===== src/hw/pes_pkg.sv =====
// constants, types and the register map of the event sense and mask block
// assumes a single 40 MHz clock and a synchronous active-high reset
//
// Overview of operation
// RULE1: buck overcurrent change sets its latched event bit
// RULE2: each regulator overcurrent change sets own event bit
// RULE3: undervoltage change sets its latched event bit
// RULE4: thermal warning change sets its latched event bit
// RULE5: thermal shutdown change sets its latched event bit
// RULE6: status one bit0 shows live buck power-good
// RULE7: status one bits1-4 show regulator power-good
// RULE8: bit6 shows clock valid; bit5 reads zero
// RULE9: status one bit7 shows external clock in use
// RULE10: status two bit0 shows buck overcurrent live
// RULE11: status two bits1-4 show regulator overcurrent live
// RULE12: status two bit5 shows input undervoltage live
// RULE13: status two bit6 shows thermal warning live
// RULE14: status two bit7 shows thermal shutdown live
// RULE15: mask one bits0-4 gate power-good sources
// RULE16: mask one bit6 gates clock-valid source
// RULE17: mask one bit7 gates clock-select; masks reset FF
// RULE18: mask two bits gate matching fault sources
// RULE19: event bits latch both edges, clear on read
// RULE20: status registers are live, read-only, never latched
// RULE21: interrupt asserted while any unmasked event pending
// RULE22: host reads events after interrupt to clear them
package pes_pkg;

   // register offsets on the serial bus
   localparam logic [7:0] OFF_EVENT_ONE  = 8'h20;
   localparam logic [7:0] OFF_EVENT_TWO  = 8'h21;
   localparam logic [7:0] OFF_STATUS_ONE = 8'h22;
   localparam logic [7:0] OFF_STATUS_TWO = 8'h23;
   localparam logic [7:0] OFF_MASK_ONE   = 8'h24;
   localparam logic [7:0] OFF_MASK_TWO   = 8'h25;

   // reset values
   localparam logic [7:0] RST_EVENT  = 8'h00;
   localparam logic [7:0] RST_STATUS = 8'h00;
   localparam logic [7:0] RST_MASK   = 8'hFF;
   localparam logic [7:0] READ_UNMAPPED = 8'h00;

   // positions in the 16-bit source vector: [15:8] group one, [7:0] group two
   localparam int POS_BUCK_OC  = 0;
   localparam int POS_REG1_OC  = 1;
   localparam int POS_REG4_OC  = 4;
   localparam int POS_UNDERV   = 5;
   localparam int POS_TWARN    = 6;
   localparam int POS_TSHUT    = 7;
   localparam int POS_BUCK_PG  = 8;
   localparam int POS_REG4_PG  = 12;
   localparam int POS_SPARE    = 13;
   localparam int POS_CLK_OK   = 14;
   localparam int POS_CLK_USE  = 15;

   // spare bit of group one never carries a live level
   localparam logic [15:0] LIVE_USED = 16'hDFFF;

   // serial bus: read/write flag value for a read
   localparam logic BUS_READ = 1'b1;
   localparam logic [3:0] BITS_PER_BYTE = 4'h8;

   // sync chain reset: senses low, clock and data lines idle high
   localparam logic [17:0] SYNC_RST = 18'h30000;

   // live condition inputs, packed in register bit order
   typedef struct packed {
      logic       ext_clock_in_use_live;
      logic       ext_clock_valid_live;
      logic       spare_live;
      logic       reg4_pgood_live;
      logic       reg3_pgood_live;
      logic       reg2_pgood_live;
      logic       reg1_pgood_live;
      logic       buck_pgood_live;
      logic       thermal_shutdown_live;
      logic       thermal_warning_live;
      logic       undervoltage_live;
      logic       reg4_overcurrent_live;
      logic       reg3_overcurrent_live;
      logic       reg2_overcurrent_live;
      logic       reg1_overcurrent_live;
      logic       buck_overcurrent_live;
   } pes_sense_type;

   // serial slave sequencer
   typedef enum logic [2:0] {
      ST_IDLE, ST_ADDR, ST_ADDR_ACK, ST_REG, ST_WR_ACK, ST_WDATA, ST_TX, ST_RACK
   } pes_bus_state_type;

endpackage : pes_pkg


===== src/hw/pes_event_sense_mask.sv =====
// event sense, latch and mask logic with its two-wire serial register slave
// assumes the live conditions and bus lines are asynchronous pins; one clock
`timescale 1ns/1ps
module pes_event_sense_mask #(
   parameter logic [6:0] DEV_ADDR = 7'h10   // 7-bit bus address
) (
   input  wire logic                   CLK,
   input  wire logic                   RST,
   input  wire pes_pkg::pes_sense_type SENSE_IN,
   input  wire logic                   SCL_IN,
   input  wire logic                   SDA_IN,
   output logic                        SDA_OUT,
   output logic                        SDA_OE_N,
   output logic                        INT_N
);

   // synchroniser chain: 16 senses, clock line, data line
   logic [17:0] raw;          // unsynchronised pins
   logic [17:0] sync1;        // first stage, read only by sync2
   logic [17:0] sync2;        // second stage
   logic [17:0] sync3;        // third stage
   logic [17:0] stab;         // accepted level

   // live status and latched events
   logic [15:0] sense_q;      // live status as read back
   logic [15:0] evt;          // one-cycle change pulses
   logic [15:0] ack;          // latched events
   logic [15:0] clr;          // read-clear strobe per bit
   logic [15:0] next_ack;     // next latched events
   logic [15:0] mask;         // source gates, 1 masks
   logic [15:0] pending;      // unmasked pending events

   // serial slave
   pes_pkg::pes_bus_state_type state;    // sequencer state
   logic        scl;          // filtered clock line
   logic        sda;          // filtered data line
   logic        scl_q;        // clock line one cycle ago
   logic        sda_q;        // data line one cycle ago
   logic        scl_rise;     // sampling edge
   logic        scl_fall;     // drive edge
   logic        bus_start;    // start or repeated start
   logic        bus_stop;     // stop condition
   logic [3:0]  cnt;          // bits taken in this byte
   logic [7:0]  shift;        // received byte
   logic [7:0]  tx;           // byte being sent
   logic [7:0]  ptr;          // register pointer
   logic [7:0]  rd_data;      // register at pointer
   logic        rw;           // transfer direction
   logic        nack;         // master refused the last byte
   logic        drive_low;    // pull data line low
   logic        wr_stb;       // write byte complete
   logic        ld_stb;       // read byte loaded for sending

   // general-call and reserved bus addresses cannot be served by this slave
   if (DEV_ADDR < 7'h08 || DEV_ADDR > 7'h77) begin : g_bad_addr
      $error("slave address outside the usable range");
   end

   assign raw = {SDA_IN, SCL_IN, SENSE_IN & pes_pkg::LIVE_USED};

   // four flops per pin; a change counts once stages two and three agree
   for (genvar g = 0; g < 18; g++) begin : g_sync
      always_ff @(posedge CLK) begin
         if (RST) begin
            sync1[g] <= pes_pkg::SYNC_RST[g];
            sync2[g] <= pes_pkg::SYNC_RST[g];
            sync3[g] <= pes_pkg::SYNC_RST[g];
            stab[g]  <= pes_pkg::SYNC_RST[g];
         end else begin
            sync1[g] <= raw[g];
            sync2[g] <= sync1[g];
            sync3[g] <= sync2[g];
            if (sync2[g] == sync3[g]) begin
               stab[g] <= sync3[g];   // disagreement keeps the old level
            end
         end
      end
   end

   assign scl = stab[16];
   assign sda = stab[17];

   // live status follows the pins, never latched
   always_ff @(posedge CLK) begin
      if (RST) begin
         sense_q <= {pes_pkg::RST_STATUS, pes_pkg::RST_STATUS};
      end else begin
         sense_q <= stab[15:0];   // RULE20
      end
   end

   // either edge of a live level is an event
   assign evt = (stab[15:0] ^ sense_q) & pes_pkg::LIVE_USED;   // RULE19

   // reading an event register clears the whole byte as it is sent
   always_comb begin
      clr = 16'h0000;
      if (ld_stb && ptr == pes_pkg::OFF_EVENT_ONE) begin
         clr[15:8] = 8'hFF;
      end
      if (ld_stb && ptr == pes_pkg::OFF_EVENT_TWO) begin
         clr[7:0] = 8'hFF;
      end
   end

   // set beats clear so an edge during the read is kept for the next read
   assign next_ack = (ack & ~clr) | evt;   // RULE19

   // latched events
   always_ff @(posedge CLK) begin
      if (RST) begin
         ack <= {pes_pkg::RST_EVENT, pes_pkg::RST_EVENT};
      end else begin
         ack <= next_ack;   // RULE1 RULE2 RULE3 RULE4 RULE5
      end
   end

   // mask registers, written over the bus; the spare bit is kept as written
   always_ff @(posedge CLK) begin
      if (RST) begin
         mask <= {pes_pkg::RST_MASK, pes_pkg::RST_MASK};   // RULE17
      end else if (wr_stb && ptr == pes_pkg::OFF_MASK_ONE) begin
         mask[15:8] <= shift;   // RULE15 RULE16 RULE17
      end else if (wr_stb && ptr == pes_pkg::OFF_MASK_TWO) begin
         mask[7:0] <= shift;    // RULE18
      end
   end

   // interrupt line, active low, registered
   assign pending = ack & ~mask;
   always_ff @(posedge CLK) begin
      if (RST) begin
         INT_N <= 1'b1;
      end else begin
         INT_N <= ~|pending;   // RULE21
      end
   end

   // register read mux; unmapped offsets read as zero
   always_comb begin
      unique case (ptr)
         pes_pkg::OFF_EVENT_ONE:  rd_data = ack[15:8];
         pes_pkg::OFF_EVENT_TWO:  rd_data = ack[7:0];
         pes_pkg::OFF_STATUS_ONE: rd_data = sense_q[15:8];   // RULE6 RULE7 RULE8 RULE9
         pes_pkg::OFF_STATUS_TWO: rd_data = sense_q[7:0];    // RULE10 RULE11 RULE12 RULE13 RULE14
         pes_pkg::OFF_MASK_ONE:   rd_data = mask[15:8];
         pes_pkg::OFF_MASK_TWO:   rd_data = mask[7:0];
         default:                 rd_data = pes_pkg::READ_UNMAPPED;
      endcase
   end

   // bus line edges and conditions
   always_ff @(posedge CLK) begin
      if (RST) begin
         scl_q <= 1'b1;
         sda_q <= 1'b1;
      end else begin
         scl_q <= scl;
         sda_q <= sda;
      end
   end

   assign scl_rise  = scl & ~scl_q;
   assign scl_fall  = ~scl & scl_q;
   assign bus_start = scl & scl_q & sda_q & ~sda;
   assign bus_stop  = scl & scl_q & ~sda_q & sda;
   assign wr_stb    = (state == pes_pkg::ST_WDATA) && scl_fall
                      && cnt == pes_pkg::BITS_PER_BYTE;
   assign ld_stb    = scl_fall && ((state == pes_pkg::ST_ADDR_ACK && rw == pes_pkg::BUS_READ)
                      || (state == pes_pkg::ST_RACK && !nack));

   // serial slave sequencer: sample on rising clock, drive on falling clock
   always_ff @(posedge CLK) begin
      if (RST) begin
         state     <= pes_pkg::ST_IDLE;
         cnt       <= 4'h0;
         shift     <= 8'h00;
         tx        <= 8'h00;
         ptr       <= 8'h00;
         rw        <= 1'b0;
         nack      <= 1'b0;
         drive_low <= 1'b0;
      end else if (bus_start) begin
         state     <= pes_pkg::ST_ADDR;   // repeated start keeps the pointer
         cnt       <= 4'h0;
         drive_low <= 1'b0;
      end else if (bus_stop) begin
         state     <= pes_pkg::ST_IDLE;
         drive_low <= 1'b0;
      end else begin
         if (scl_rise && state != pes_pkg::ST_TX) begin
            shift <= {shift[6:0], sda};
            cnt   <= cnt + 4'h1;
            if (state == pes_pkg::ST_RACK) begin
               nack <= sda;   // high means the master wants no more
            end
         end else if (scl_rise) begin
            cnt <= cnt + 4'h1;
         end
         if (scl_fall) begin
            unique case (state)
               pes_pkg::ST_IDLE: begin
                  drive_low <= 1'b0;
               end
               pes_pkg::ST_ADDR: begin
                  if (cnt == pes_pkg::BITS_PER_BYTE) begin
                     if (shift[7:1] == DEV_ADDR) begin
                        rw        <= shift[0];
                        drive_low <= 1'b1;   // acknowledge the address
                        state     <= pes_pkg::ST_ADDR_ACK;
                     end else begin
                        state <= pes_pkg::ST_IDLE;   // not ours, stay silent
                     end
                  end
               end
               pes_pkg::ST_ADDR_ACK, pes_pkg::ST_RACK: begin
                  cnt <= 4'h0;
                  if (state == pes_pkg::ST_ADDR_ACK && rw != pes_pkg::BUS_READ) begin
                     drive_low <= 1'b0;
                     state     <= pes_pkg::ST_REG;
                  end else if (state == pes_pkg::ST_RACK && nack) begin
                     drive_low <= 1'b0;
                     state     <= pes_pkg::ST_IDLE;
                  end else begin
                     tx        <= rd_data;
                     drive_low <= ~rd_data[7];
                     ptr       <= ptr + 8'h01;   // auto-increment
                     state     <= pes_pkg::ST_TX;
                  end
               end
               pes_pkg::ST_REG, pes_pkg::ST_WDATA: begin
                  if (cnt == pes_pkg::BITS_PER_BYTE) begin
                     drive_low <= 1'b1;
                     state     <= pes_pkg::ST_WR_ACK;
                     if (state == pes_pkg::ST_REG) begin
                        ptr <= shift;
                     end else begin
                        ptr <= ptr + 8'h01;   // byte written this edge
                     end
                  end
               end
               pes_pkg::ST_WR_ACK: begin
                  drive_low <= 1'b0;
                  cnt       <= 4'h0;
                  state     <= pes_pkg::ST_WDATA;
               end
               pes_pkg::ST_TX: begin
                  if (cnt == pes_pkg::BITS_PER_BYTE) begin
                     drive_low <= 1'b0;   // let the master acknowledge
                     state     <= pes_pkg::ST_RACK;
                  end else begin
                     tx        <= {tx[6:0], 1'b0};
                     drive_low <= ~tx[6];
                  end
               end
            endcase
         end
      end
   end

   assign SDA_OUT  = 1'b0;         // open drain: only ever pulls low
   assign SDA_OE_N = ~drive_low;   // low while pulling the line
endmodule : pes_event_sense_mask


===== config.mk =====
export PLATFORM = sky130hd
export DESIGN_NAME = pes_event_sense_mask
export DESIGN_NICKNAME = d
export VERILOG_FILES = /design/src/hw/pes_pkg.sv /design/src/hw/pes_event_sense_mask.sv
export SDC_FILE = /design/constraint.sdc
export NUM_CORES = 1
export LEC_CHECK = 0
export BUFFER_PORTS_ARGS = -buffer_cell sky130_fd_sc_hd__clkbuf_2
export CAP_MARGIN = 20
export CORE_MARGIN = 4
export CORE_UTILIZATION = 50
export CTS_CLUSTER_DIAMETER = 120
export CTS_CLUSTER_SIZE = 10
export DETAILED_ROUTE_END_ITERATION = 10
export HOLD_SLACK_MARGIN = 0.02
export PLACE_DENSITY = 0.71
export SYNTH_ARGS = -nofsm -noshare
export SYNTH_HDL_FRONTEND = slang
export SYNTH_SLANG_ARGS = --single-unit

===== constraint.sdc =====
create_clock -name CLK -period 2.3 [get_ports CLK]
set_input_delay 0.115 -clock CLK [delete_from_list [all_inputs] [get_ports CLK]]
set_output_delay 0.115 -clock CLK [all_outputs]
set_load 0.1 [all_outputs]

==> Word level (Yosys, flattened, before mapping) <==
Index checks and enable logic that the tools add are counted.
W data, S select, Z words.
{ "op_classes": {"addsub": 2, "n_eq_ne": 43, "muxes": 33, "bitwise_logic": 24, "n_reduce_logical": 37} }
{ "op_table": {"columns": ["operator", "count"], "rows": [
  ["$eq A8 B6 Y1 const B", 6],
  ["$mux W8", 6],
  ["$pmux W8 S6", 1],
  ["$and A16 B16 Y16", 2],
  ["$not A16 Y16", 2],
  ["$mux W7", 3],
  ["$eq A1 B1 Y1", 17],
  ["$mux W4", 4],
  ["$or A16 B16 Y16", 1],
  ["$pmux W8 S2", 1],
  ["$reduce_or A16 Y1", 1],
  ["$xor A16 B16 Y16", 1],
  ["$mux W3", 5],
  ["$pmux W3 S5", 1],
  ["$ne A2 B2 Y1 const B", 7],
  ["$pmux W7 S2", 1],
  ["$reduce_and A7 Y1", 2],
  ["$eq A3 B3 Y1 const B", 4],
  ["$logic_and A1 B1 Y1", 12],
  ["$ne A4 B4 Y1 const B", 3],
  ["$not A1 Y1", 11],
  ["$reduce_and A5 Y1", 2],
  ["$mux W1", 9],
  ["$add A8 B1 Y8 const B", 1],
  ["other kinds (22)", 36]
]} }
{ "totals": {"regBits": 151, "in_bits": 20, "output_inout_bits": 3, "elab_cells": 223} }

==> Logic depth before layout (Yosys ltp) <==
{ "depth": {"ltp_word": 9, "depth_mapped": 9, "mapped_depth_nobuf": 6} }

==> Worst setup path after synthesis <==
No wires, ideal clock.
{ "synth_timing": {"path_kind": "register -> register", "from": "register cnt[0]", "to": "register mask[0]", "setup_time_ns": 0.072, "t_arrival_ns": 1.815, "t_required_ns": 2.228, "setup_slack_ns": 0.414, "path_stages_with_launch": 10, "path_buffers": 3, "synth_period_minus_slack_ns": 1.886, "cell_sequence": "dfxtp_1 -> inv_1 -> ha_1 -> and3b_1 -> clkbuf_1 -> and4_1 -> clkbuf_1 -> o211a_1 -> buf_4 -> mux2i_1"} }
{ "synth_via": {"elab_chain_cells": 5, "word_cells_on_any_way": 6, "cone_classes": "eq/ne (1); bitwise (1); reduce/logical (4)"} }
{ "synth_lines": {"columns": ["element", "line_no", "source"], "rows": [
  ["from (decl)", "pes_event_sense_mask.sv:43", "logic [3:0] cnt;"],
  ["from (signal assigned)", "pes_event_sense_mask.sv:193", "cnt <= cnt + 4'h1;"],
  ["from (signal assigned)", "pes_event_sense_mask.sv:198", "cnt <= cnt + 4'h1;"],
  ["$eq A4 B4 Y1 (*)", "pes_event_sense_mask.sv:168", "&& cnt == pes_pkg::BITS_PER_BYTE;"],
  ["$logic_and A1 B1 Y1 (*)", "pes_event_sense_mask.sv:168", null],
  ["$logic_and A1 B1 Y1", "pes_event_sense_mask.sv:122", "end else if (wr_stb && ptr == pes_pkg::OFF_MASK_ONE) begin"],
  ["$not A1 Y1 (no line)", null, null],
  ["$reduce_and A2 Y1 (no line) (*)", null, null],
  ["to (signal assigned)", "pes_event_sense_mask.sv:121", "mask <= {pes_pkg::RST_MASK, pes_pkg::RST_MASK};"],
  ["to (signal assigned)", "pes_event_sense_mask.sv:125", "mask[7:0] <= shift;"],
  ["to (decl)", "pes_event_sense_mask.sv:30", "logic [15:0] mask;"]
]} }
Every way passes the cells marked *; elsewhere a longest branch is shown, timed or not.
A chain may end at the register's enable or synchronous reset.

==> Final worst setup path <==
{ "layout_timing": {"from": "register state[1]", "to": "register ack[7]"} }
{ "layout_via": {"elab_chain_cells": 9, "word_cells_on_any_way": 11, "cone_classes": "eq/ne (2); mux (1); bitwise (3); reduce/logical (5)"} }
{ "layout_lines": {"columns": ["element", "line_no", "source"], "rows": [
  ["from (decl)", "pes_event_sense_mask.sv:34", "pes_pkg::pes_bus_state_type state;"],
  ["from (signal assigned)", "pes_event_sense_mask.sv:175", "state <= pes_pkg::ST_IDLE;"],
  ["from (signal assigned)", "pes_event_sense_mask.sv:184", "state <= pes_pkg::ST_ADDR;"],
  ["from (signal assigned)", "pes_event_sense_mask.sv:188", "state <= pes_pkg::ST_IDLE;"],
  ["$eq A3 B2 Y1 / $eq A3 B3 Y1 (equally long branches)", "pes_event_sense_mask.sv:169, pes_event_sense_mask.sv:170", null],
  ["$logic_and A1 B1 Y1 (on tied branches)", "pes_event_sense_mask.sv:169, pes_event_sense_mask.sv:170", null],
  ["$logic_or A1 B1 Y1 (*)", "pes_event_sense_mask.sv:170", "|| (state == pes_pkg::ST_RACK && !nack));"],
  ["$logic_and A1 B1 Y1 (*)", "pes_event_sense_mask.sv:169", "assign ld_stb = scl_fall && ((state == pes_pkg::ST_ADDR_ACK && rw == pes_pkg::BUS_READ)"],
  ["$logic_and A1 B1 Y1 (*)", "pes_event_sense_mask.sv:101", "if (ld_stb && ptr == pes_pkg::OFF_EVENT_TWO) begin"],
  ["$mux W8 (*)", "pes_event_sense_mask.sv:101", null],
  ["$not A16 Y16 (*)", "pes_event_sense_mask.sv:107", "assign next_ack = (ack & ~clr) | evt;"],
  ["$and A16 B16 Y16 (*)", "pes_event_sense_mask.sv:107", null],
  ["$or A16 B16 Y16 (*)", "pes_event_sense_mask.sv:107", null],
  ["to (signal assigned)", "pes_event_sense_mask.sv:112", "ack <= {pes_pkg::RST_EVENT, pes_pkg::RST_EVENT};"],
  ["to (signal assigned)", "pes_event_sense_mask.sv:114", "ack <= next_ack;"],
  ["to (decl)", "pes_event_sense_mask.sv:27", "logic [15:0] ack;"]
]} }
Marked as above.

==> metrics.cfg <==
[sta]
finalCritPeriodShare_pct = 93.00
final.setup.tns_ps = 0
finClkSkew_ps = 10.04
fmax_ghz = 0.4675
rsz0062_at_grt = false
slew_headroom_pct = 53.69
period_minus_slack_ps = 2139
worstMarginPinSlew_ps = 694.6
final-hold-violation-count = 0
setup_viol = 0
drv_slew = 0

[layout]
drive_gt1_share_pct = 12.72
antenna_cells = 0
nNetsFinal = 752
area_growth_pct = 16.10

[logic_synthesis]
synth_edf_count = 0
synth_top_area_share_pct = 47.85
syn_nets = 721
yosys_warnings = 0
ys_seq_elements = 151
synthArstFlopShare_pct = 0
syn_area_um2 = 6317
ys_top_cells_by_count = 151 x dfxtp_1, 71 x nor2b_1, 55 x nor2_1
ys_types = 69
ys_seq_area_share_pct = 47.85
yosysMostFrequentCell = dfxtp_1
synth_area_leaders = dfxtp_1 48%, nor2b_1 7.0%, nor2_1 3.3%
synth_ff_type = dfxtp_1
netlist_instances = 695
syn_area_per_cell_um2 = 9.090
yosys.area.top_type = dfxtp_1

[global_routing]
overflow = 0
grt_usage_pct = 20.53
grt_pass1_wl_mm = 24.03
grt_max_degree = 56
antenna_found_initial = 0
grt_pass1_vias = 4977

[detailed_routing]
remaining_drc_errors = 0
drtPass1Iterations = 6
routedWlPerCell_um = 15.59
ant_nets = 0
initialDrtViolationCount = 505
detail_route.wirelength_mm = 14.14
vias = 5132
drt-vias-per-instance = 5.658

[cts]
clkTransAtPathRegs_ps = 60
cts_sinks = 151
cts_tree = done
clk_path_buf_depth = 2
cts_inserted_buffers = 17
clk_latency_ps = 420
cts-root-buf = clkbuf_16
cts_max_level = 4

[critical_path]
arrival_ps = 2410
worstSetupPathType = register to register
cp_cell_sequence = or4bb_1, a2111oi_4, and2b_1, buf_12, a211oi_1
startpoint_type = register
crit_slowest_cell = or4bb_1
cp.required_ps = 2570
slowest_delay_ps = 630
path_max_fanout = 16
endpoint_kind = register

[power_and_ir_drop]
leakagePower_nw = 2.734
report.power.total_mw = 5.407
ir_drop_v = 0.0005491
powerDensity_nw_per_um2 = 737.2

[floorplanning]
fp.dieH_um = 120.4
ios = 23
die_x_um = 120.4
core_area_um2 = 12210
die_area_um2 = 14500
num_rows = 40
start_util_pct = 51.73

[status]
status = complete, no violations

[placement]
portBuffers = 20
dpl.hpwl_mm = 9.316
routabilityCongestion = 0.9163

[min_path]
hp-class = primary input to register

[run]
drv_cap = 0

[cell type report]
type                            count  area [um^2]
Clock buffer                       21        470.5
Fill cell                        1064         4877
Multi-Input combinational cell    473         2993
Tap cell                          168        210.2
Inverter                           25        93.84
Timing Repair Buffer               58        455.4
Clock inverter                     11        88.84
Sequential cell                   151         3023
[worst paths after layout]
path	slack, ps	depth (start not counted)	end	start
hold reg to reg	410	1	sync2[17]	sync1[17]
setup reg to reg	160	5	ack[7]	state[1]
hold / removal	120	2	sync2[0]	RST
setup / recovery	160	5	ack[7]	state[1]
[kinds of logic (layout without fill, tap and decap cells)]
logic type	count (synthesis)	after routing	synth area share [%]
adders and majority gates	6	6	1.188
AOI/OAI and AO/OA	167	167	18.20
buffers and inverters	71	115	4.912
muxes	17	17	2.733
and+or+nand+nor	262	262	22.28
other	1	1	0.05936
DFF	151	151	47.85
xor gates and xnor gates	20	20	2.773
[where the power goes]
group / total (mW) / internal, mW / switching (mW)
Clock: 2.60 / 1.48 / 1.12
Sequential: 2.67 / 2.66 / 0.0158
Combinational: 0.137 / 0.0622 / 0.0752
[stage by stage]
| step | instance area, um^2 | util (%) | setup slack (ps) | hold WS, ps | cells |
|---|---|---|---|---|---|
| 2_1_floorplan | 6317 | - | 413.8 | 218.8 | 695 |
| 3_3_place_gp | 6596 | 54.02 | 188.2 | 303.6 | 858 |
| 3_5_place_dp | 6596 | 54.02 | 123.5 | 310.2 | 858 |
| 4_1_cts | 7326 | 59.99 | 105.0 | 111.4 | 907 |
| 5_1_grt | 7335 | 60.06 | 20.42 | 146.6 | 907 |
| 6_report | 7335 | 60.06 | 160.9 | 122.1 | 907 |
[sequential cells by signal, summed over array words and instances (netlist names), 7 cells and up]
name     flops
tx           7
sync2       17
sync1       17
stab        15
sense_q     15
ack         16
ptr          8
shift        8
sync3       17
mask        16
[worst max-delay path: cells and delay by family (launching register included)]
| family | cells | cell delay [ps] |
|---|---|---|
| AO/OA/AOI/OAI | 2 | 430 |
| buffers and inverters | 1 | 150 |
| AND/OR/NAND/NOR | 2 | 840 |
| flip-flops | 1 | 540 |
[routing by layer]
metal	vias up	global-route usage, %	routed length, um
met3	29	5.005	772
met2	152	32.55	6628
met1	2440	27.13	6416
met4	0	7.790	325
li1	2511	-	-
met5	-	0	0
[cells in the final DEF (no fill, tap or decap), types with 4 or more instances in the layout]
cell type	n
a211oi_1	19
a21oi_1	38
a221oi_1	5
a222oi_1	4
a22oi_1	12
a31oi_1	4
buf_4	20
clkbuf_16	17
clkbuf_2	19
dfxtp_1	151
dlygate4sd3_1	17
ha_1	6
inv_1	25
inv_6	4
mux2i_1	15
nand2_1	44
nand2b_1	6
nand3_1	25
nand3b_1	9
nand4_1	6
nor2_1	55
nor2b_1	71
nor3_1	8
nor4_1	4
o2111ai_1	4
o211a_1	4
o21ai_0	34
o22ai_1	8
o311ai_0	5
o31ai_1	7
or2_2	8
xor2_1	18
[timing repair]
action,in CTS,in global routing
hold endpoints to repair,17,0
gates resized for setup,0,2
hold buffers,17,0
setup endpoints to repair,0,4
buffers inserted,0,0
Note: power is estimated with default switching activity, not from simulation.
